File: src/pkg/rpdc_pkg.sv
// Package with register map, field positions, reset values and filter timing
// Contract
// [RQ1] After reset the combined pin acts as a reset input until software picks the interrupt role.
// [RQ2] With the interrupt select bit set, the combined pin is an external interrupt source.
// [RQ3] The external interrupt is taken on a pin edge whose polarity the edge select bit picks.
// [RQ4] Each detected edge sets the interrupt flag; a request is raised only while enabled.
// [RQ5] One bit picks pull-up or pull-down on the pin and another bit switches it on or off.
// [RQ6] In the reset role the pin passes a short-pulse filter, bypassed in the interrupt role.
// [RQ7] The shortest accepted reset pulse is a parameter counted in clock cycles.
// [RQ8] Brownout reset clears the debug pin latch, and a clear latch means general-purpose pins.
// [RQ9] Once set, the latch keeps the shared pins in four-wire debug mode until brownout reset.
// [RQ10] Software writes that try to clear the latch are ignored.
// [RQ11] An unused combined pin has the internal pull-up selected and on, or an external resistor.
package rpdc_pkg;
    localparam int         ADDR_W            = 4;
    localparam int         DATA_W            = 8;
    localparam logic [3:0] ADDR_PIN_CTRL     = 4'h0;
    localparam logic [3:0] ADDR_INT_STATUS   = 4'h1;
    localparam logic [3:0] ADDR_INT_MASK     = 4'h2;
    localparam logic [3:0] ADDR_DEBUG_LOCK   = 4'h3;
    localparam logic [3:0] ADDR_PIN_STATE    = 4'h4;
    // Control register fields
    localparam int         BIT_NMI_SELECT    = 0;
    localparam int         BIT_EDGE_SELECT   = 1;
    localparam int         BIT_PULL_DIR      = 2;
    localparam int         BIT_PULL_EN       = 3;
    localparam int         BIT_NMI_ENABLE    = 4;
    // Status, mask and debug lock fields
    localparam int         BIT_NMI_FLAG      = 0;
    localparam int         BIT_RESET_EVT     = 1;
    localparam int         BIT_LOCK          = 0;
    localparam logic [7:0] CTRL_RESET        = 8'h0C;
    localparam logic [1:0] STATUS_RESET      = 2'h0;
    localparam logic [1:0] MASK_RESET        = 2'h0;
    // Filter length, cycles of the 20 MHz clock
    localparam int         FILTER_CYCLES     = 4;
    localparam int         FILT_W            = 8;
endpackage

File: src/verilog/rpdc_top.sv
// Reset/interrupt pin selection, pin filter and write-once debug pin latch
module rpdc_top #(
    parameter int FILTER_CYCLES = rpdc_pkg::FILTER_CYCLES
) (
    input  wire logic       clock_in,
    input  wire logic       rst_n_in,
    input  wire logic       brownout_reset_n_in,
    input  wire logic       clk_en_in,
    input  wire logic [3:0] addr_in,
    input  wire logic [7:0] wdata_in,
    input  wire logic       wr_in,
    input  wire logic       rd_in,
    output logic [7:0]      rdata_out,
    input  wire logic       pin_in,
    output logic            pin_reset_n_out,
    output logic            nmi_req_out,
    output logic            irq_out,
    output logic            pull_up_en_out,
    output logic            pull_down_en_out,
    output logic            debug_pins_jtag_out
);
    logic       rst_s1_reg;
    logic       rst_s2_reg;
    logic       bor_s1_reg;
    logic       bor_s2_reg;
    logic       pin_s1_reg;
    logic       pin_s2_reg;
    logic       pin_prev_reg;
    logic [7:0] ctrl_reg;
    logic [1:0] status_reg;
    logic [1:0] mask_reg;
    logic       debug_pins_lock_select_reg;
    logic [7:0] filt_cnt_reg;
    logic       filt_out_reg;
    logic       nmi_edge;
    logic       reset_evt;
    logic       reset_pin_nmi_select;
    logic       nmi_edge_select;
    logic       ext_nmi_int_enable;

    assign reset_pin_nmi_select = ctrl_reg[rpdc_pkg::BIT_NMI_SELECT];
    assign nmi_edge_select      = ctrl_reg[rpdc_pkg::BIT_EDGE_SELECT];
    assign ext_nmi_int_enable   = ctrl_reg[rpdc_pkg::BIT_NMI_ENABLE];

    // Reset release synchronisers
    always_ff @(posedge clock_in or negedge rst_n_in) begin
        if (!rst_n_in) begin
            rst_s1_reg <= 1'b0;
            rst_s2_reg <= 1'b0;
        end else begin
            rst_s1_reg <= 1'b1;
            rst_s2_reg <= rst_s1_reg;
        end
    end

    always_ff @(posedge clock_in or negedge brownout_reset_n_in) begin
        if (!brownout_reset_n_in) begin
            bor_s1_reg <= 1'b0;
            bor_s2_reg <= 1'b0;
        end else begin
            bor_s1_reg <= 1'b1;
            bor_s2_reg <= bor_s1_reg;
        end
    end

    // Pin synchroniser and previous value for edge detect
    always_ff @(posedge clock_in or negedge rst_s2_reg) begin
        if (!rst_s2_reg) begin
            pin_s1_reg   <= 1'b1;
            pin_s2_reg   <= 1'b1;
            pin_prev_reg <= 1'b1;
        end else if (clk_en_in) begin
            pin_s1_reg   <= pin_in;
            pin_s2_reg   <= pin_s1_reg;
            pin_prev_reg <= pin_s2_reg;
        end
    end

    // Edge of chosen polarity, only in interrupt role, no filter
    assign nmi_edge = reset_pin_nmi_select &&  // see [RQ2] [RQ6]
                      (nmi_edge_select ? (pin_prev_reg && !pin_s2_reg)
                                       : (!pin_prev_reg && pin_s2_reg)); // see [RQ3]

    // Low pulse filter in reset role: low must last FILTER_CYCLES
    always_ff @(posedge clock_in or negedge rst_s2_reg) begin
        if (!rst_s2_reg) begin
            filt_cnt_reg <= 8'h00;
            filt_out_reg <= 1'b1;
        end else if (clk_en_in) begin
            if (reset_pin_nmi_select || pin_s2_reg) begin
                filt_cnt_reg <= 8'h00;  // see [RQ6]
                filt_out_reg <= 1'b1;
            end else if (filt_cnt_reg >= FILTER_CYCLES[7:0] - 8'h01) begin
                filt_out_reg <= 1'b0;  // see [RQ7]
            end else begin
                filt_cnt_reg <= filt_cnt_reg + 8'h01;
            end
        end
    end

    assign reset_evt = clk_en_in && !reset_pin_nmi_select && !pin_s2_reg &&
                       filt_out_reg == 1'b1 && filt_cnt_reg >= FILTER_CYCLES[7:0] - 8'h01;

    // Control register; powers up in reset role
    always_ff @(posedge clock_in or negedge rst_s2_reg) begin
        if (!rst_s2_reg) begin
            ctrl_reg <= rpdc_pkg::CTRL_RESET;  // see [RQ1] [RQ11]
        end else if (clk_en_in && wr_in && addr_in == rpdc_pkg::ADDR_PIN_CTRL) begin
            ctrl_reg <= {3'h0, wdata_in[4:0]};  // see [RQ5]
        end
    end

    // Sticky status, write one to clear, set wins
    always_ff @(posedge clock_in or negedge rst_s2_reg) begin
        if (!rst_s2_reg) begin
            status_reg <= rpdc_pkg::STATUS_RESET;
        end else if (clk_en_in) begin
            status_reg <= (status_reg & ~((wr_in && addr_in == rpdc_pkg::ADDR_INT_STATUS)
                                          ? wdata_in[1:0] : 2'h0))
                          | {reset_evt, nmi_edge};  // see [RQ4]
        end
    end

    always_ff @(posedge clock_in or negedge rst_s2_reg) begin
        if (!rst_s2_reg) begin
            mask_reg <= rpdc_pkg::MASK_RESET;
        end else if (clk_en_in && wr_in && addr_in == rpdc_pkg::ADDR_INT_MASK) begin
            mask_reg <= wdata_in[1:0];
        end
    end

    // Write-once latch, cleared only by brownout
    always_ff @(posedge clock_in or negedge bor_s2_reg) begin
        if (!bor_s2_reg) begin
            debug_pins_lock_select_reg <= 1'b0;  // see [RQ8]
        end else if (clk_en_in && wr_in && addr_in == rpdc_pkg::ADDR_DEBUG_LOCK &&
                     wdata_in[rpdc_pkg::BIT_LOCK]) begin
            debug_pins_lock_select_reg <= 1'b1;  // see [RQ9] [RQ10]
        end
    end

    // Read data, one cycle after the strobe
    always_ff @(posedge clock_in or negedge rst_s2_reg) begin
        if (!rst_s2_reg) begin
            rdata_out <= 8'h00;
        end else if (clk_en_in) begin
            rdata_out <= 8'h00;
            if (rd_in) begin
                unique case (addr_in)
                    rpdc_pkg::ADDR_PIN_CTRL:   rdata_out <= ctrl_reg;
                    rpdc_pkg::ADDR_INT_STATUS: rdata_out <= {6'h00, status_reg};
                    rpdc_pkg::ADDR_INT_MASK:   rdata_out <= {6'h00, mask_reg};
                    rpdc_pkg::ADDR_DEBUG_LOCK: rdata_out <= {7'h00, debug_pins_lock_select_reg};
                    rpdc_pkg::ADDR_PIN_STATE:  rdata_out <= {6'h00, filt_out_reg, pin_s2_reg};
                    default:                   rdata_out <= 8'h00;
                endcase
            end
        end
    end

    // Registered outputs
    always_ff @(posedge clock_in or negedge rst_s2_reg) begin
        if (!rst_s2_reg) begin
            pin_reset_n_out  <= 1'b1;
            nmi_req_out      <= 1'b0;
            irq_out          <= 1'b0;
            pull_up_en_out   <= 1'b1;
            pull_down_en_out <= 1'b0;
        end else if (clk_en_in) begin
            pin_reset_n_out  <= filt_out_reg;  // see [RQ6]
            nmi_req_out      <= status_reg[rpdc_pkg::BIT_NMI_FLAG] && ext_nmi_int_enable; // see [RQ4]
            irq_out          <= |(status_reg & mask_reg);
            pull_up_en_out   <= ctrl_reg[rpdc_pkg::BIT_PULL_EN] && ctrl_reg[rpdc_pkg::BIT_PULL_DIR];
            pull_down_en_out <= ctrl_reg[rpdc_pkg::BIT_PULL_EN] && !ctrl_reg[rpdc_pkg::BIT_PULL_DIR]; // see [RQ5]
        end
    end

    always_ff @(posedge clock_in or negedge bor_s2_reg) begin
        if (!bor_s2_reg) begin
            debug_pins_jtag_out <= 1'b0;
        end else if (clk_en_in) begin
            debug_pins_jtag_out <= debug_pins_lock_select_reg;  // see [RQ9]
        end
    end
endmodule

File: config.mk
export PLATFORM = sky130hd
export DESIGN_NAME = rpdc_top
export DESIGN_NICKNAME = d
export VERILOG_FILES = /design/src/pkg/rpdc_pkg.sv /design/src/verilog/rpdc_top.sv
export SDC_FILE = /design/constraint.sdc
export NUM_CORES = 1
export LEC_CHECK = 0
export BUFFER_PORTS_ARGS = -buffer_cell sky130_fd_sc_hd__buf_2
export CAP_MARGIN = 20
export CORE_MARGIN = 2
export CORE_UTILIZATION = 55
export CTS_BUF_LIST = sky130_fd_sc_hd__clkbuf_8
export DETAILED_ROUTE_END_ITERATION = 8
export GPL_TIMING_DRIVEN = 1
export HOLD_SLACK_MARGIN = 0.02
export PLACE_DENSITY = 0.8
export SLEW_MARGIN = 20
export SYNTH_ARGS = -nofsm -noshare
export SYNTH_HDL_FRONTEND = slang
export SYNTH_SLANG_ARGS = --single-unit
File: constraint.sdc
create_clock -name clock_in -period 1.3 [get_ports clock_in]
set_input_delay 0.26 -clock clock_in [delete_from_list [all_inputs] [get_ports clock_in]]
set_output_delay 0.26 -clock clock_in [all_outputs]
set_load 0.1 [all_outputs]
* Yosys cells after proc, flatten, opt, wreduce, memory -nomap -nowiden
Cells that the tools add are included.
** Operators by class
- $add $sub $neg :: 1
- Magnitude comparators :: 1
- Equal/unequal tests :: 5
- Mux-type cells :: 8
- Bitwise operators :: 4
- Reduce and logical (&&, ||, !) cells :: 26
** Operators with widths (count)
- 5-bit case mux with 5 select lines :: 1
- 1-bit logical AND :: 16
- 8-bit two-way mux :: 2
- 8-bit by 1-bit adder with 8-bit output, second input constant :: 1
- 4-bit by 2-bit == test with 1-bit output, second input constant :: 2
- 8-bit by 2-bit greater-or-equal comparator with 1-bit output, second input constant :: 1
- 5-bit two-way mux :: 1
- 2-bit AND :: 2
- 4-bit by 1-bit == test with 1-bit output, second input constant :: 1
- 4-bit by 3-bit == test with 1-bit output, second input constant :: 1
- 1-bit logical NOT :: 4
- 4-bit logical NOT :: 1
- 2-bit AND reduction :: 2
- 1-bit two-way mux :: 3
- 2-bit two-way mux :: 1
- 2-bit != test, second input constant :: 1
- 2-bit inverter :: 1
- 2-bit bitwise OR :: 1
- 2-bit nonzero test :: 1
- 2-bit OR reduction :: 1
- 1-bit logical OR :: 1
** Storage, ports and cells
- Register bits after elaboration :: 40
- Input port bits :: 19
- Word-level logic and storage cells :: 65

* Logic depth before layout (Yosys ltp)
- Depth in word-level cells :: 6
- Mapped depth :: 4
- Gate-level depth less buffers :: 4

* Least setup slack after synthesis
OpenSTA, ideal clock, no wires.
- Kind :: register to register
- Start point :: register filt_cnt_reg[0]
- End point :: register filt_cnt_reg[1]
- Data arrival time :: 1.293 ns
- Setup slack :: -0.119 ns
- Cell stages (with the launch flop) :: 5
- Buffers on the path :: 0
- Period minus slack after synthesis :: 1.419 ns
- Cell sequence :: dfrtp_1 > ha_1 > nor4_2 > a2111oi_0 > a221o_1
** On the way
- Cells in the longest elaborated chain, start to end :: 3
- Elaborated cells on any way between the ends :: 6
- Classes of those cells :: add/sub (1); order compare (1); eq/ne (1); mux (2); reduce/logical (1)
** RTL lines
- start, declared :: RTL line rpdc_top.sv:33 : logic [7:0] filt_cnt_reg;
- start signal, assigned :: RTL line rpdc_top.sv:96 : filt_cnt_reg <= filt_cnt_reg + 8'h01;
- 8-bit by 1-bit adder with 8-bit output or 8-bit by 2-bit greater-or-equal comparator with 1-bit output (tied branches) :: RTL line rpdc_top.sv:96, rpdc_top.sv:93
- 8-bit two-way mux or 2-bit != test (tied branches)
- 8-bit two-way mux or 2-bit AND reduction (tied branches)
Parallel ways exist; a longest one is shown, timed or not. The select of a mux whose other input is x is not followed.
A chain may end at the register's enable or synchronous reset.

* Worst setup path after layout
Same ends and word-level chain as after synthesis.

==> results.cfg <==
[die]
die_width_um = 59.1
rows = 19
pin_count = 33
die-area_um2 = 3490
fp.coreArea_um2 = 2830
fp.dieH_um = 59.1
initial_core_util_pct = 59.0

[placement]
pre_cts_ws_ns = -0.152
io_buffers = 26
place_inst = 191
dp_hpwl_mm = 2.48
place_congestion = 0.761

[critical_path]
rrSetupSlack_ns = -0.07
critPathLaunchType = flop
critPathLaunch = filt_cnt_reg[0]$_DFFE_PN0P_
crit_fanout = 4
reg2reg_depth = 4
crit_end = filt_cnt_reg[1]$_DFFE_PN0P_
required_ns = 1.48
crit_arrival_ns = 1.55
path_class = reg2reg
timing.rr.end = filt_cnt_reg[1]$_DFFE_PN0P_
critPathCaptureType = flop
reg2reg_from = filt_cnt_reg[0]$_DFFE_PN0P_

[grt]
met3_usage_pct = 5.02
grt_overflow = 0
groute.layer.met1.usage_pct = 28.1
met2_usage_pct = 36.2
grt_pass1_vias = 1205
grt_max_degree = 32
antenna_found_initial = 0
track_usage_pct = 22.4
grt_first_pass_wirelength_mm = 5.69
grt_busiest_layer = met2

[sta]
fmax_mhz = 730
hold_viol_final = 0
worst_slack_ns = -0.0701
period_needed_ns = 1.37
drv_slew = 0
fin_skew_ns = 0.00241
min_period_over_period_pct = 105
finalSetupViolCount = 2
fin_tns_setup_ns = -0.128
rsz0062_at_grt = true

[synthesis]
synth_top_cell_by_area = dfrtp_1
synth_top_family_by_area = simple AND/OR/NAND/NOR gates
netlist.area_leader.share_pct = 43.5
synth_cells = 128
synthFlopType = dfrtp_1
postSynth.asyncResetShare_pct = 100
yosys.area_share.adder_pct = 0.750
ys_seq_area_share_pct = 56.1
synth_compound_area_share_pct = 11.8
synth_edf_count = 0
synth_area_leaders = dfrtp_1 43%, dfstp_2 13%, mux2_4 6.3%
muxShareOfSynthArea_pct = 10.3
yosys.area_share.simple_pct = 15.7
yosys_register_bits = 37
synth_area_um2 = 1670
ys_warn_count = 0
synth.avg_cell_area_um2 = 13.0
ys_types = 45
synth-xor-area-share_pct = 0

[layout]
register_area_um2 = 936
largest_register_ff_count = 8
post_route_cells_drive_above_1_share_pct = 44.1
synthToLayoutAreaGrowth_pct = 30.5
final_common_cell = dfrtp_1
layout_common_cells = 29 x dfrtp_1, 15 x buf_2, 12 x buf_12, 10 x buf_4, 8 x dfstp_2
fillers = 181
nets = 189
fin_cells = 201
multi_input_area_um2 = 681
num_antenna_cells = 0

[min_path]
hold_path_class = reg2async

[cts]
numCtsBuffers = 5
root_buffer = clkbuf_8
clock-sinks = 37
clk-insertion-delay-late_ns = 0.29
cts.clk_slew.worst_paths_ns = 0.07
h-tree-depth = 2
cts_tree = done
clk_path_buf_depth = 2

[drt]
wl_per_cell_um = 16.8
vias = 1170
drt_wl_total_mm = 3.37
avgViaCountPerCell = 5.82
drc = 0
drt_iter0_drc = 42
ant_nets = 0
firstDrtPassIters = 4

[power_and_ir_drop]
pwr_density_cell_nw_per_um2 = 1610
power.total_mw = 3.50
leakage_nw = 1.04
vdd_drop_max_mv = 0.971

[run_status]
violations = setup timing
status = finished with violations

[flow_run]
maxCapViolCount = 0
[Yosys cell counts, types with 2 or more instances]
library cell	number
nand3_1	4
conb_1	2
a22o_1	3
dfstp_2	8
dfrtp_1	29
a21oi_1	2
o21ai_0	6
a211o_1	2
buf_4	4
nor3_1	2
mux2_2	6
nand2_1	3
inv_1	7
a32o_1	2
nor2_1	2
a32oi_1	2
buf_2	2
nand3b_1	4
and2_1	6
mux2_4	7
[metrics by stage]
step                      utilization (%)  area [µm²]  hold WS (ns)
after global placement               72.7        2060        0.0192
after global routing                 77.0        2180        0.0406
after floorplan                         -        1680       -0.0356
final                                77.0        2180        0.0274
after detailed placement             72.7        2060        0.0215
after CTS                            76.8        2170        0.0282
[worst min-delay path by stage]
stage / start / endpoint / slack, ns / depth (start not counted)
global route: bor_s2_reg$_DFF_PN0_ / debug_pins_jtag_out$_DFFE_PN0P_ / 0.04 / 0
CTS: bor_s2_reg$_DFF_PN0_ / debug_pins_jtag_out$_DFFE_PN0P_ / 0.03 / 0
detailed placement: bor_s2_reg$_DFF_PN0_ / debug_pins_lock_select_reg$_DFFE_PN0P_ / 0.02 / 0
finish: bor_s2_reg$_DFF_PN0_ / debug_pins_jtag_out$_DFFE_PN0P_ / 0.03 / 0
floorplan: brownout_reset_n_in / bor_s1_reg$_DFF_PN0_ / -0.04 / 0
global placement: bor_s2_reg$_DFF_PN0_ / debug_pins_jtag_out$_DFFE_PN0P_ / 0.02 / 0
[repair_timing]
| item | CTS | global route |
|---|---|---|
| endpoints found under the setup margin | 4 | 6 |
| setup buffers | 0 | 0 |
| hold buffers | 2 | 0 |
| gates resized for setup | 2 | 2 |
| pin swaps | 0 | 1 |
| endpoints found under the hold margin | 4 | 0 |
[logic make-up (layout without fill, tap and decap cells)]
family,after synthesis,in the layout
other,2,5
AO/OA/AOI/OAI,26,26
buffers and inverters,15,54
multiplexers,13,13
adder cells (fa/ha/maj),1,1
flip-flops,37,37
AND/OR/NAND/NOR,34,34
[final cells by class]
cell class	count	share of cell area, %
Timing Repair Buffer	39	18.8
Multi-Input combinational cell	79	31.2
Sequential cell	37	43.0
Tap cell	31	1.78
Inverter	7	1.21
Clock buffer	5	3.16
Clock inverter	3	0.804
[metal layers]
| layer | up-vias | part of all wire [%] |
|---|---|---|
| li1 | 537 | - |
| met1 | 567 | 39 |
| met2 | 54 | 52 |
| met3 | 12 | 6.2 |
| met4 | 0 | 2.7 |
| met5 | - | 0 |
[where the power goes]
part / switching (mW) / internal, mW
registers: 0.190 / 1.38
clock network: 0.413 / 0.369
logic: 0.645 / 0.501
[worst max-delay path, cell delays in order (launching register included)]
cell	delay [ns]
dfrtp_1	0.39
ha_2	0.20
nor4_4	0.23
a2111oi_1	0.17
a221o_1	0.28
(Power assumes the default switching activity.)
